[src/logic/threshold_deadtime_pkg.sv]
// Operation
// - Unimplemented upper bits of both threshold registers ignore writes and read zero.
// - Rising detector threshold is a 5-bit code, 2.8V plus 0.2V per step.
// - Rising detector threshold register resets to 0x03, the 3.4V code.
// - Second over-voltage threshold is a 6-bit code, 0.5V then 1V steps.
// - Second over-voltage threshold register resets to 0x3F, the 55V code.
// - Top two bits of power stage register select sync pin role and edge.
// - Constant dead time bit removes frequency dependence of minimum dead time.
// - Scaling bit enables dead time scaling with frequency around 2 MHz.
// - Two-bit field selects minimum dead time: 10, 20, 40 or 60 ns.
// - Lowest two bits scale minimum on/off time: 0.75x, 1x, 1.25x, 1.5x.
// - Power stage register resets to 0x15.
`default_nettype none
package threshold_deadtime_pkg;
  // ****************************************
  // Register map
  // ****************************************
  localparam logic [7:0] SUPPLY_DETECT_RISE_LEVEL_OFS  = 8'hd4;
  localparam logic [7:0] SECOND_OVERVOLTAGE_LEVEL_OFS  = 8'hd5;
  localparam logic [7:0] POWER_STAGE_TIMING_CONFIG_OFS = 8'hd6;
  localparam logic [7:0] SUPPLY_DETECT_RISE_LEVEL_RST  = 8'h03;
  localparam logic [7:0] SECOND_OVERVOLTAGE_LEVEL_RST  = 8'h3f;
  localparam logic [7:0] POWER_STAGE_TIMING_CONFIG_RST = 8'h15;
  localparam logic [7:0] SUPPLY_DETECT_RISE_LEVEL_MASK = 8'h1f;
  localparam logic [7:0] SECOND_OVERVOLTAGE_LEVEL_MASK = 8'h3f;
  localparam logic [7:0] UNMAPPED_READ_VALUE           = 8'h00;
  // ****************************************
  // Power stage field positions
  // ****************************************
  localparam int SYNC_ROLE_MSB      = 7;
  localparam int SYNC_ROLE_LSB      = 6;
  localparam int CONST_DEAD_BIT     = 5;
  localparam int DT_SCALE_BIT       = 4;
  localparam int MIN_DEAD_MSB       = 3;
  localparam int MIN_DEAD_LSB       = 2;
  localparam int ON_OFF_FACTOR_MSB  = 1;
  localparam int ON_OFF_FACTOR_LSB  = 0;
  // ****************************************
  // Serial link
  // ****************************************
  localparam logic [3:0] BITS_PER_BYTE = 4'h8;
  typedef enum logic [2:0] {
    LINK_IDLE, LINK_ADDR, LINK_ADDR_ACK, LINK_RX, LINK_RX_ACK, LINK_TX, LINK_HOST_ACK
  } link_state_t;
endpackage : threshold_deadtime_pkg
`default_nettype wire

[src/logic/reg_access_if.sv]
`timescale 1ns/1ps
`default_nettype none
interface reg_access_if;
  logic       wrStrobe;
  logic [7:0] wrAddr;
  logic [7:0] wrData;
  logic [7:0] rdAddr;
  logic [7:0] rdData;
  modport link (output wrStrobe, output wrAddr, output wrData, output rdAddr, input rdData);
  modport regs (input wrStrobe, input wrAddr, input wrData, input rdAddr, output rdData);
endinterface : reg_access_if
`default_nettype wire

[src/logic/threshold_reg_file.sv]
`timescale 1ns/1ps
`default_nettype none
module threshold_reg_file
  import threshold_deadtime_pkg::*;
(
  input  wire logic   clk_sys,
  input  wire logic   resetn,
  reg_access_if.regs  bus,
  output logic [7:0]  supplyDetectRise,
  output logic [7:0]  secondOvervoltage,
  output logic [7:0]  powerStageTiming
);
  // ****************************************
  // Storage
  // ****************************************
  always_ff @(posedge clk_sys or negedge resetn) begin
    if (!resetn) begin
      supplyDetectRise  <= SUPPLY_DETECT_RISE_LEVEL_RST;
      secondOvervoltage <= SECOND_OVERVOLTAGE_LEVEL_RST;
      powerStageTiming  <= POWER_STAGE_TIMING_CONFIG_RST;
    end else if (bus.wrStrobe) begin
      case (bus.wrAddr)
        SUPPLY_DETECT_RISE_LEVEL_OFS: begin
          supplyDetectRise <= bus.wrData & SUPPLY_DETECT_RISE_LEVEL_MASK;
        end
        SECOND_OVERVOLTAGE_LEVEL_OFS: begin
          secondOvervoltage <= bus.wrData & SECOND_OVERVOLTAGE_LEVEL_MASK;
        end
        POWER_STAGE_TIMING_CONFIG_OFS: begin
          powerStageTiming <= bus.wrData;
        end
        default: begin
        end
      endcase
    end
  end
  // ****************************************
  // Read mux
  // ****************************************
  always_comb begin
    case (bus.rdAddr)
      SUPPLY_DETECT_RISE_LEVEL_OFS:  bus.rdData = supplyDetectRise;
      SECOND_OVERVOLTAGE_LEVEL_OFS:  bus.rdData = secondOvervoltage;
      POWER_STAGE_TIMING_CONFIG_OFS: bus.rdData = powerStageTiming;
      default:                       bus.rdData = UNMAPPED_READ_VALUE;
    endcase
  end
endmodule : threshold_reg_file
`default_nettype wire

[src/logic/threshold_deadtime_cfg_regs.sv]
`timescale 1ns/1ps
`default_nettype none
module threshold_deadtime_cfg_regs
  import threshold_deadtime_pkg::*;
#(
  parameter logic [6:0] DEVICE_ADDRESS = 7'h50 // Arbitrary value
)
(
  input  wire logic       clk_sys,
  input  wire logic       resetn,
  input  wire logic       sclIn,
  input  wire logic       sdaIn,
  output logic            sdaOut,
  output logic            sdaOe,
  output logic [4:0]      supplyDetectRiseCode,
  output logic [5:0]      secondOvervoltageCode,
  output logic [1:0]      syncPinRole,
  output logic            constDeadTimeEnable,
  output logic            deadTimeScalingEnable,
  output logic [1:0]      minDeadTimeSelect,
  output logic [1:0]      minOnOffTimeFactor
);
  reg_access_if regBus ();
  logic [7:0]  supplyDetectRise;
  logic [7:0]  secondOvervoltage;
  logic [7:0]  powerStageTiming;
  logic        sclQ;
  logic        sclPrev;
  logic        sdaQ;
  logic        sdaPrev;
  logic        sclRise;
  logic        sclFall;
  logic        startSeen;
  logic        stopSeen;
  link_state_t state;
  logic [3:0]  bitCnt;
  logic [7:0]  shiftReg;
  logic [7:0]  txData;
  logic [7:0]  pointer;
  logic        isRead;
  logic        gotPointer;
  logic        hostNack;
  logic        sdaLow;
  logic        wrStrobe;
  logic [7:0]  wrAddr;
  logic [7:0]  wrData;

  // ****************************************
  // Helpers
  // ****************************************
  function automatic logic isLastBit(input logic [3:0] count);
    return count == BITS_PER_BYTE;
  endfunction : isLastBit

  function automatic logic matchesDevice(input logic [7:0] frame);
    return frame[7:1] == DEVICE_ADDRESS;
  endfunction : matchesDevice

  function automatic logic [7:0] nextPointer(input logic [7:0] ptr);
    return ptr + 8'h01;
  endfunction : nextPointer

  function automatic logic txPull(input logic [7:0] data, input logic [3:0] idx);
    return ~data[3'(4'h7 - idx)];
  endfunction : txPull

  // ****************************************
  // Register storage
  // ****************************************
  threshold_reg_file regFile (
    .clk_sys           (clk_sys),
    .resetn            (resetn),
    .bus               (regBus),
    .supplyDetectRise  (supplyDetectRise),
    .secondOvervoltage (secondOvervoltage),
    .powerStageTiming  (powerStageTiming)
  );

  assign regBus.wrStrobe = wrStrobe;
  assign regBus.wrAddr   = wrAddr;
  assign regBus.wrData   = wrData;
  assign regBus.rdAddr   = pointer;

  // ****************************************
  // Field outputs
  // ****************************************
  assign supplyDetectRiseCode  = supplyDetectRise[4:0];
  assign secondOvervoltageCode = secondOvervoltage[5:0];
  assign syncPinRole           = powerStageTiming[SYNC_ROLE_MSB:SYNC_ROLE_LSB];
  assign constDeadTimeEnable   = powerStageTiming[CONST_DEAD_BIT];
  assign deadTimeScalingEnable = powerStageTiming[DT_SCALE_BIT];
  assign minDeadTimeSelect     = powerStageTiming[MIN_DEAD_MSB:MIN_DEAD_LSB];
  assign minOnOffTimeFactor    = powerStageTiming[ON_OFF_FACTOR_MSB:ON_OFF_FACTOR_LSB];

  // ****************************************
  // Line sampling
  // ****************************************
  always_ff @(posedge clk_sys or negedge resetn) begin
    if (!resetn) begin
      sclQ    <= 1'b1;
      sclPrev <= 1'b1;
      sdaQ    <= 1'b1;
      sdaPrev <= 1'b1;
    end else begin
      sclQ    <= sclIn;
      sclPrev <= sclQ;
      sdaQ    <= sdaIn;
      sdaPrev <= sdaQ;
    end
  end

  assign sclRise   = sclQ & ~sclPrev;
  assign sclFall   = ~sclQ & sclPrev;
  assign startSeen = sclQ & sclPrev & sdaPrev & ~sdaQ;
  assign stopSeen  = sclQ & sclPrev & ~sdaPrev & sdaQ;
  assign sdaOut    = 1'b0;
  assign sdaOe     = sdaLow;

  // ****************************************
  // Link state machine
  // ****************************************
  always_ff @(posedge clk_sys or negedge resetn) begin
    if (!resetn) begin
      state      <= LINK_IDLE;
      bitCnt     <= 4'h0;
      shiftReg   <= 8'h00;
      txData     <= 8'h00;
      pointer    <= 8'h00;
      isRead     <= 1'b0;
      gotPointer <= 1'b0;
      hostNack   <= 1'b0;
      sdaLow     <= 1'b0;
      wrStrobe   <= 1'b0;
      wrAddr     <= 8'h00;
      wrData     <= 8'h00;
    end else begin
      wrStrobe <= 1'b0;
      if (startSeen) begin
        state      <= LINK_ADDR;
        bitCnt     <= 4'h0;
        gotPointer <= 1'b0;
        sdaLow     <= 1'b0;
      end else if (stopSeen) begin
        state  <= LINK_IDLE;
        sdaLow <= 1'b0;
      end else if (sclRise) begin
        case (state)
          LINK_ADDR, LINK_RX: begin
            shiftReg <= {shiftReg[6:0], sdaQ};
            bitCnt   <= bitCnt + 4'h1;
          end
          LINK_HOST_ACK: begin
            hostNack <= sdaQ;
          end
          default: begin
          end
        endcase
      end else if (sclFall) begin
        case (state)
          LINK_ADDR: begin
            if (isLastBit(bitCnt)) begin
              if (matchesDevice(shiftReg)) begin
                state  <= LINK_ADDR_ACK;
                isRead <= shiftReg[0];
                sdaLow <= 1'b1;
              end else begin
                state <= LINK_IDLE;
              end
            end
          end
          LINK_ADDR_ACK, LINK_HOST_ACK: begin
            if (state == LINK_HOST_ACK && hostNack) begin
              state  <= LINK_IDLE;
              sdaLow <= 1'b0;
            end else if (isRead) begin
              state   <= LINK_TX;
              txData  <= regBus.rdData;
              sdaLow  <= txPull(regBus.rdData, 4'h0);
              bitCnt  <= 4'h1;
              pointer <= nextPointer(pointer);
            end else begin
              state  <= LINK_RX;
              sdaLow <= 1'b0;
              bitCnt <= 4'h0;
            end
          end
          LINK_RX: begin
            if (isLastBit(bitCnt)) begin
              state  <= LINK_RX_ACK;
              sdaLow <= 1'b1;
              if (!gotPointer) begin
                pointer    <= shiftReg;
                gotPointer <= 1'b1;
              end else begin
                wrStrobe <= 1'b1;
                wrAddr   <= pointer;
                wrData   <= shiftReg;
                pointer  <= nextPointer(pointer);
              end
            end
          end
          LINK_RX_ACK: begin
            state  <= LINK_RX;
            sdaLow <= 1'b0;
            bitCnt <= 4'h0;
          end
          LINK_TX: begin
            if (isLastBit(bitCnt)) begin
              state  <= LINK_HOST_ACK;
              sdaLow <= 1'b0;
            end else begin
              sdaLow <= txPull(txData, bitCnt);
              bitCnt <= bitCnt + 4'h1;
            end
          end
          default: begin
          end
        endcase
      end
    end
  end
endmodule : threshold_deadtime_cfg_regs
`default_nettype wire

[config.mk]
export PLATFORM = sky130hd
export DESIGN_NAME = threshold_deadtime_cfg_regs
export DESIGN_NICKNAME = d
export VERILOG_FILES = /design/src/logic/threshold_deadtime_pkg.sv /design/src/logic/reg_access_if.sv /design/src/logic/threshold_reg_file.sv /design/src/logic/threshold_deadtime_cfg_regs.sv
export SDC_FILE = /design/constraint.sdc
export NUM_CORES = 1
export LEC_CHECK = 0
export BUFFER_PORTS_ARGS = -buffer_cell sky130_fd_sc_hd__buf_2
export CORE_MARGIN = 3
export CORE_UTILIZATION = 45
export CTS_BUF_LIST = sky130_fd_sc_hd__clkbuf_4
export CTS_CLUSTER_SIZE = 16
export DETAILED_ROUTE_END_ITERATION = 12
export HOLD_SLACK_MARGIN = 0.06
export PLACE_DENSITY = 0.72
export SYNTH_ARGS = -nofsm -noshare
export SYNTH_HDL_FRONTEND = slang
export SYNTH_SLANG_ARGS = --single-unit
[constraint.sdc]
create_clock -name clk_sys -period 2.4 [get_ports clk_sys]
set_input_delay 0.24 -clock clk_sys [delete_from_list [all_inputs] [get_ports clk_sys]]
set_output_delay 0.24 -clock clk_sys [all_outputs]
set_load 0.02 [all_outputs]
==> flow_summary.toml, run 1 <==
[sta]
fin_ws_ns = 0.225
fin_crit_sh = 0.906
timing.fmax_mhz = 460
worstMarginPinSlew_ns = 0.928
finalSetupViolations = 0
post-route-min-period_ns = 2.18
whs_ns = 0.398
skew_ns = 0.0164
finalHoldViolations = 0
slew_headroom = 0.382
grt_setup_unrepaired = "no"
drv_slew = 0
fin_setup_tns_ns = 0

[floorplan]
fp.dieH_um = 96.6
start_util = 0.470
rows = 32
die_w_um = 96.6
die_area_sq_um = 9320
coreArea_sq_um = 7850
ios = 25

[power_and_ir_drop]
irDropWorstVdd_v = 0.000385
power_density_nw_per_um2 = 560
p_leak_nw = 1.91

[cts]
numCtsBuffers = 9
post-cts-setup-buffers = 0
cts_buffer_depth = 2
cts-htree-levels = 3
ctsResizeCount = 0
clk_latency_ns = 0.44
cts_tree = "yes"
path_clk_slew_ns = 0.13
cts_root_buf = "clkbuf_4"
cts_sinks = 75

[synthesis]
syn_nets = 341
syn_area_per_cell_sq_um = 11.3
synthArstFlopShare = 1.00
yosys.area.top_type_share = 0.407
synth_flop_cell = "dfrtp_1"
synthCells = 328
ys_seq_area_frac = 0.514
synth_edf_count = 0
ys_types = 61
ys_warn_count = 0
syn_area_sq_um = 3690
synth.area.top_cells = "dfrtp_1, mux2_2, dfstp_2"
synth_top_area_cell = "dfrtp_1"
ys_ff_latch = 75

[final_layout]
area_growth_syn_to_layout_pct = 11.3
utilization = 0.524
nets = 373
drive_gt1_frac = 0.332
n_antenna_cell = 0
final_cell_area_sq_um = 4110
fillers = 726

[global_route]
grt_usage = 0.193
grt_pass1_wl_um = 13600
grt_start_max_net_pins = 76
grt-ovfl-total = 0
first_global_vias = 2655
antenna_found_initial = 0

[setup_path]
slowest_delay_ns = 0.58
crit_path_end_kind = "flop"
cp_max_fo = 10
crit_end = "bitCnt[2]$_DFFE_PN0P_"
r2r_start = "sclQ$_DFF_PN1_"
worst-r2r-cell-count = 6
critical_path_class = "flop to flop"
crit_start = "sclQ$_DFF_PN1_"
crit_path_start_kind = "flop"
r2r_end = "bitCnt[2]$_DFFE_PN0P_"
slowest_stage = "dfstp_2"
critPathArrivalTime_ns = 2.50
cp.required_ns = 2.72
regToRegSetupSlack_ns = 0.22
path_cells = "ha_1 -> inv_1 -> o21ai_0 -> a31oi_2 -> or2_4 -> o41ai_1"

[route]
via_per_inst = 5.78
first_iter_violations = 217
vias = 2699
drc = 0
ant_nets = 0
drt_pass1_iterations = 5
wirelength_um = 8000
wl_per_cell_um = 17.1

[placement]
portBuffers = 23
dp_slack_ns = 0.238
placed_area_sq_um = 3930
hpwl_um = 5540
gp_congestion = 0.937

[run]
cap_violations = 0

[min_path]
hold_depth = 0
min_path_type = "flop to flop"

[status]
status = "completed"
[what timing repair did]
action,in CTS,in global routing
hold buffers,3,0
endpoints found under the setup margin,0,0
endpoints found under the hold margin,62,0
[layout make-up]
type                            instances  area [sq um]  share of cell area
Clock buffer                            9          67.6              0.0164
Clock inverter                          7          83.8              0.0204
Inverter                               13          48.8              0.0119
Multi-Input combinational cell        227          1680               0.408
Sequential cell                        75          1900               0.461
Tap cell                              102           128              0.0311
Timing Repair Buffer                   34           208              0.0505
[per-layer routing]
layer	up-vias	routed length [um]	track usage
li1	1279	-	-
met1	1343	3800	0.270
met2	66	3700	0.289
met3	11	373	0.0558
met4	0	119	0.0643
met5	-	0	0
[sequential cells by signal, summed over array words and instances (netlist names), 4 cells and up]
register,cells
regFile.supplyDetectRise,5
regFile.secondOvervoltage,6
shiftReg,8
txData,8
bitCnt,4
regBus.wrAddr,8
regFile.powerStageTiming,8
pointer,8
regBus.wrData,8
[power breakdown]
group | leakage (nW) | internal, mW | switching (mW)
Combinational | 0.844 | 0.0514 | 0.0868
Clock | 0.0790 | 0.335 | 0.503
Sequential | 0.988 | 1.29 | 0.0337
[Yosys cell counts, drive strengths merged, types with 2 or more instances]
| library cell | number |
|---|---|
| dfrtp | 60 |
| mux2 | 44 |
| nand2 | 27 |
| o21ai | 27 |
| a21oi | 15 |
| dfstp | 15 |
| inv | 13 |
| nand3 | 12 |
| nor2 | 12 |
| and3 | 9 |
| ha | 9 |
| buf | 7 |
| clkbuf | 6 |
| a222oi | 5 |
| nor2b | 5 |
| nor3 | 5 |
| mux2i | 4 |
| nor3b | 4 |
| o22ai | 4 |
| a31oi | 3 |
| nor4 | 3 |
| o31ai | 3 |
| or2 | 3 |
| a2111oi | 2 |
| a22oi | 2 |
| and3b | 2 |
| nand2b | 2 |
| nand3b | 2 |
| nand4 | 2 |
| o41ai | 2 |
[cell families after synthesis]
group / after synthesis / share of synthesized area
xor+xnor: 1 / 0.00237
other cells: 1 / 0.00102
compound gates: 74 / 0.131
simple gates: 94 / 0.145
mux: 48 / 0.145
fa+ha+maj: 9 / 0.0305
buf+inv: 26 / 0.0319
flops: 75 / 0.514
[worst max-delay path, delay by kind of cell, from the launching register on]
kind | cells | cell delay, ns
and+or+nand+nor | 1 | 0.29
AOI/OAI and AO/OA | 3 | 0.65
DFF | 1 | 0.58
buffers and inverters | 1 | 0.13
adders and majority gates | 1 | 0.41
[placed cells by master, fill, tap and decap left out, types with 5 or more instances in the layout]
cell type	count
and3_1	7
buf_4	9
inv_1	13
nand3_1	12
nor2_1	11
nand2_1	27
a222oi_1	5
clkbuf_4	9
o21ai_0	25
dfstp_2	15
mux2_2	44
dfrtp_1	60
buf_2	22
a21oi_1	15
ha_1	9
nor2b_1	5
[stage by stage]
step | instances | power, mW
6_report | 467 | 2.30
5_1_grt | 467 | 2.40
4_1_cts | 467 | 2.32
3_5_place_dp | 448 | 1.48
3_3_place_gp | 448 | 1.48
2_1_floorplan | 328 | 1.42
[how the worst min path moves through the flow]
stage / start / endpoint
floorplan: resetn / bitCnt[0]$_DFFE_PN0P_
global placement: sdaIn / sdaQ$_DFF_PN1_
detailed placement: sclIn / sclQ$_DFF_PN1_
CTS: sclQ$_DFF_PN1_ / sclPrev$_DFF_PN1_
global route: sdaIn / sdaQ$_DFF_PN1_
finish: sclQ$_DFF_PN1_ / sclPrev$_DFF_PN1_
Power figures use the tool's default switching activity.
==> run 2: changes to the inputs <==
--- a/config.mk
+++ b/config.mk
@@ -5,6 +5,7 @@
 export SDC_FILE = /design/constraint.sdc
 export NUM_CORES = 1
 export LEC_CHECK = 0
+export ABC_AREA = 1
 export BUFFER_PORTS_ARGS = -buffer_cell sky130_fd_sc_hd__buf_2
 export CORE_MARGIN = 3
 export CORE_UTILIZATION = 45
@@ -13,6 +14,7 @@
 export DETAILED_ROUTE_END_ITERATION = 12
 export HOLD_SLACK_MARGIN = 0.06
 export PLACE_DENSITY = 0.72
+export REMOVE_ABC_BUFFERS = 1
 export SYNTH_ARGS = -nofsm -noshare
 export SYNTH_HDL_FRONTEND = slang
 export SYNTH_SLANG_ARGS = --single-unit
==> flow_summary.toml, run 2 <==
[synthesis]
synth.area.top_cells = "dfrtp_1, nand2_1, dfstp_2"
synth_most_common_cell = "nand2_1"
yosys.area.top_type_share = 0.392
synth_flop_cell = "dfrtp_1"
ys_warn_count = 0
synth_edf_count = 0
syn_area_per_cell_sq_um = 8.00
synthArstFlopShare = 1.00
netlist_top_cells_count = "nand2_1, dfrtp_1, inv_1, o21ai_0, nand3_1"
ys_types = 38
syn_area_sq_um = 3830
ys_ff_latch = 75
synthCells = 478
ys_seq_area_frac = 0.495
synth_top_area_cell = "dfrtp_1"

[route]
wl_per_cell_um = 12.7
ant_nets = 0
drt_pass1_iterations = 7
drc = 0
wirelength_um = 7840
first_iter_violations = 249
vias = 3086
via_per_inst = 5.00

[power_and_ir_drop]
p_sw_mw = 0.606
power_density_nw_per_um2 = 542
combPwrFrac = 0.074
irDropWorstVdd_v = 0.000266
switching_share = 0.266
clkPwrFrac = 0.345
p_leak_nw = 1.99
power.share.sequential = 0.581
intPower_mw = 1.68

[final_layout]
drive_gt1_frac = 0.154
utilization = 0.513
n_antenna_cell = 0
mostFrequentLayoutCell = "nand2_1"
nets = 520
area_growth_syn_to_layout_pct = 10.1
mostFrequentLayoutCells = "nand2_1, dfrtp_1, inv_1, o21ai_0, nand3_1"

[setup_path]
critPathArrivalTime_ns = 2.39
regToRegSetupSlack_ns = 0.34
cp_max_fo = 30
crit_path_start_kind = "flop"
cp.required_ns = 2.72
crit_path_end_kind = "flop"
critical_path_class = "flop to flop"

[cts]
numCtsBuffers = 9
cts_buffer_depth = 2
cts_tree = "yes"
cts_root_buf = "clkbuf_4"
clk_latency_ns = 0.43
cts-htree-levels = 3
path_clk_slew_ns = 0.13
cts_sinks = 75

[floorplan]
start_util = 0.466
die_w_um = 98.2
die_area_sq_um = 9650
fp.dieH_um = 98.2
rows = 33
ios = 25
coreArea_sq_um = 8220

[global_route]
first_global_vias = 2884
grt-ovfl-total = 0
grt_start_max_net_pins = 76
antenna_found_initial = 0
grt_usage = 0.169
grt_pass1_wl_um = 13400

[sta]
slew_headroom = 0.606
post-route-min-period_ns = 2.06
timing.fmax_mhz = 484
grt_setup_unrepaired = "no"
finalSetupViolations = 0
drv_slew = 0
skew_ns = 0.0188
fin_setup_tns_ns = 0
worstMarginPinSlew_ns = 0.590
fin_crit_sh = 0.860
finalHoldViolations = 0

[run]
cap_violations = 0

[placement]
gp_congestion = 0.910
portBuffers = 23
hpwl_um = 5750

[status]
status = "completed"

[min_path]
min_path_type = "primary input to async pin"
[run 2: area by class of cell]
type                            instances  area, sq um
Clock inverter                          6         66.3
Multi-Input combinational cell        331         1640
Fill cell                             771         4000
Timing Repair Buffer                   27          165
Sequential cell                        75         1900
Tap cell                              105          131
Clock buffer                           10         75.1
Inverter                               63          240
[run 2: critical path: stages (launching register included)]
cell     delay [ns]
dfrtp_1        0.49
inv_1          0.19
ha_1           0.17
nand3_1        0.20
nor2_2         0.25
nand3_4        0.28
mux2_4         0.37
[run 2: what timing repair did]
action / 4_1_cts / 5_1_grt
gates resized for setup: 0 / 0
hold buffers: 3 / 0
buffers inserted: 0 / 0
endpoints found under the hold margin: 62 / 0
[run 2: path summary, 6_finish.rpt]
check	from	to	depth (start not counted)
worst max-delay path	bitCnt[0]$_DFFE_PN0P_	regBus.wrAddr[4]$_DFFE_PN0P_	6
worst min-delay path	resetn	txData[5]$_DFFE_PN0P_	3
worst max register to register	bitCnt[0]$_DFFE_PN0P_	regBus.wrAddr[4]$_DFFE_PN0P_	6
worst min register to register	sdaQ$_DFF_PN1_	sdaPrev$_DFF_PN1_	0
max in group asynchronous	resetn	sdaQ$_DFF_PN1_	3
min in group clk_sys	sdaQ$_DFF_PN1_	sdaPrev$_DFF_PN1_	0
[run 2: kinds of logic (layout without fill, tap and decap cells)]
family / after synthesis / in the layout / synth area share
and+or+nand+nor: 242 / 242 / 0.283
DFF: 75 / 75 / 0.495
AOI/OAI and AO/OA: 73 / 73 / 0.0981
buffers and inverters: 72 / 106 / 0.0759
adders and majority gates: 9 / 9 / 0.0294
xor gates and xnor gates: 4 / 4 / 0.00916
muxes: 2 / 2 / 0.00785
other: 1 / 1 / 0.000980
[run 2: layer usage]
metal	GRT usage	routed length, um	vias up
li1	-	-	1572
met1	0.242	3790	1413
met2	0.259	3480	88
met3	0.0221	378	13
met4	0.0777	193	0
met5	0	0	-
[run 2: through the flow]
stage                     instances  cell area [sq um]  total power, mW  setup WS, ns  hold WS (ns)
after floorplan                 469               3780             1.45         0.654       -0.0556
after global placement          598               4040             1.51         0.482         0.296
after detailed placement        598               4040             1.52         0.369         0.300
after CTS                       617               4210             2.30         0.351         0.361
after global routing            617               4210             2.39         0.191         0.391
final                           617               4210             2.28         0.336         0.348
[run 2: power by group through the flow]
stage | Combinational (mW) | Sequential (mW) | Clock, mW
6_report | 0.169 | 1.33 | 0.788
5_1_grt | 0.195 | 1.33 | 0.861
4_1_cts | 0.172 | 1.33 | 0.805
3_5_place_dp | 0.167 | 1.35 | 0
3_3_place_gp | 0.165 | 1.35 | 0
2_1_floorplan | 0.0953 | 1.35 | 0
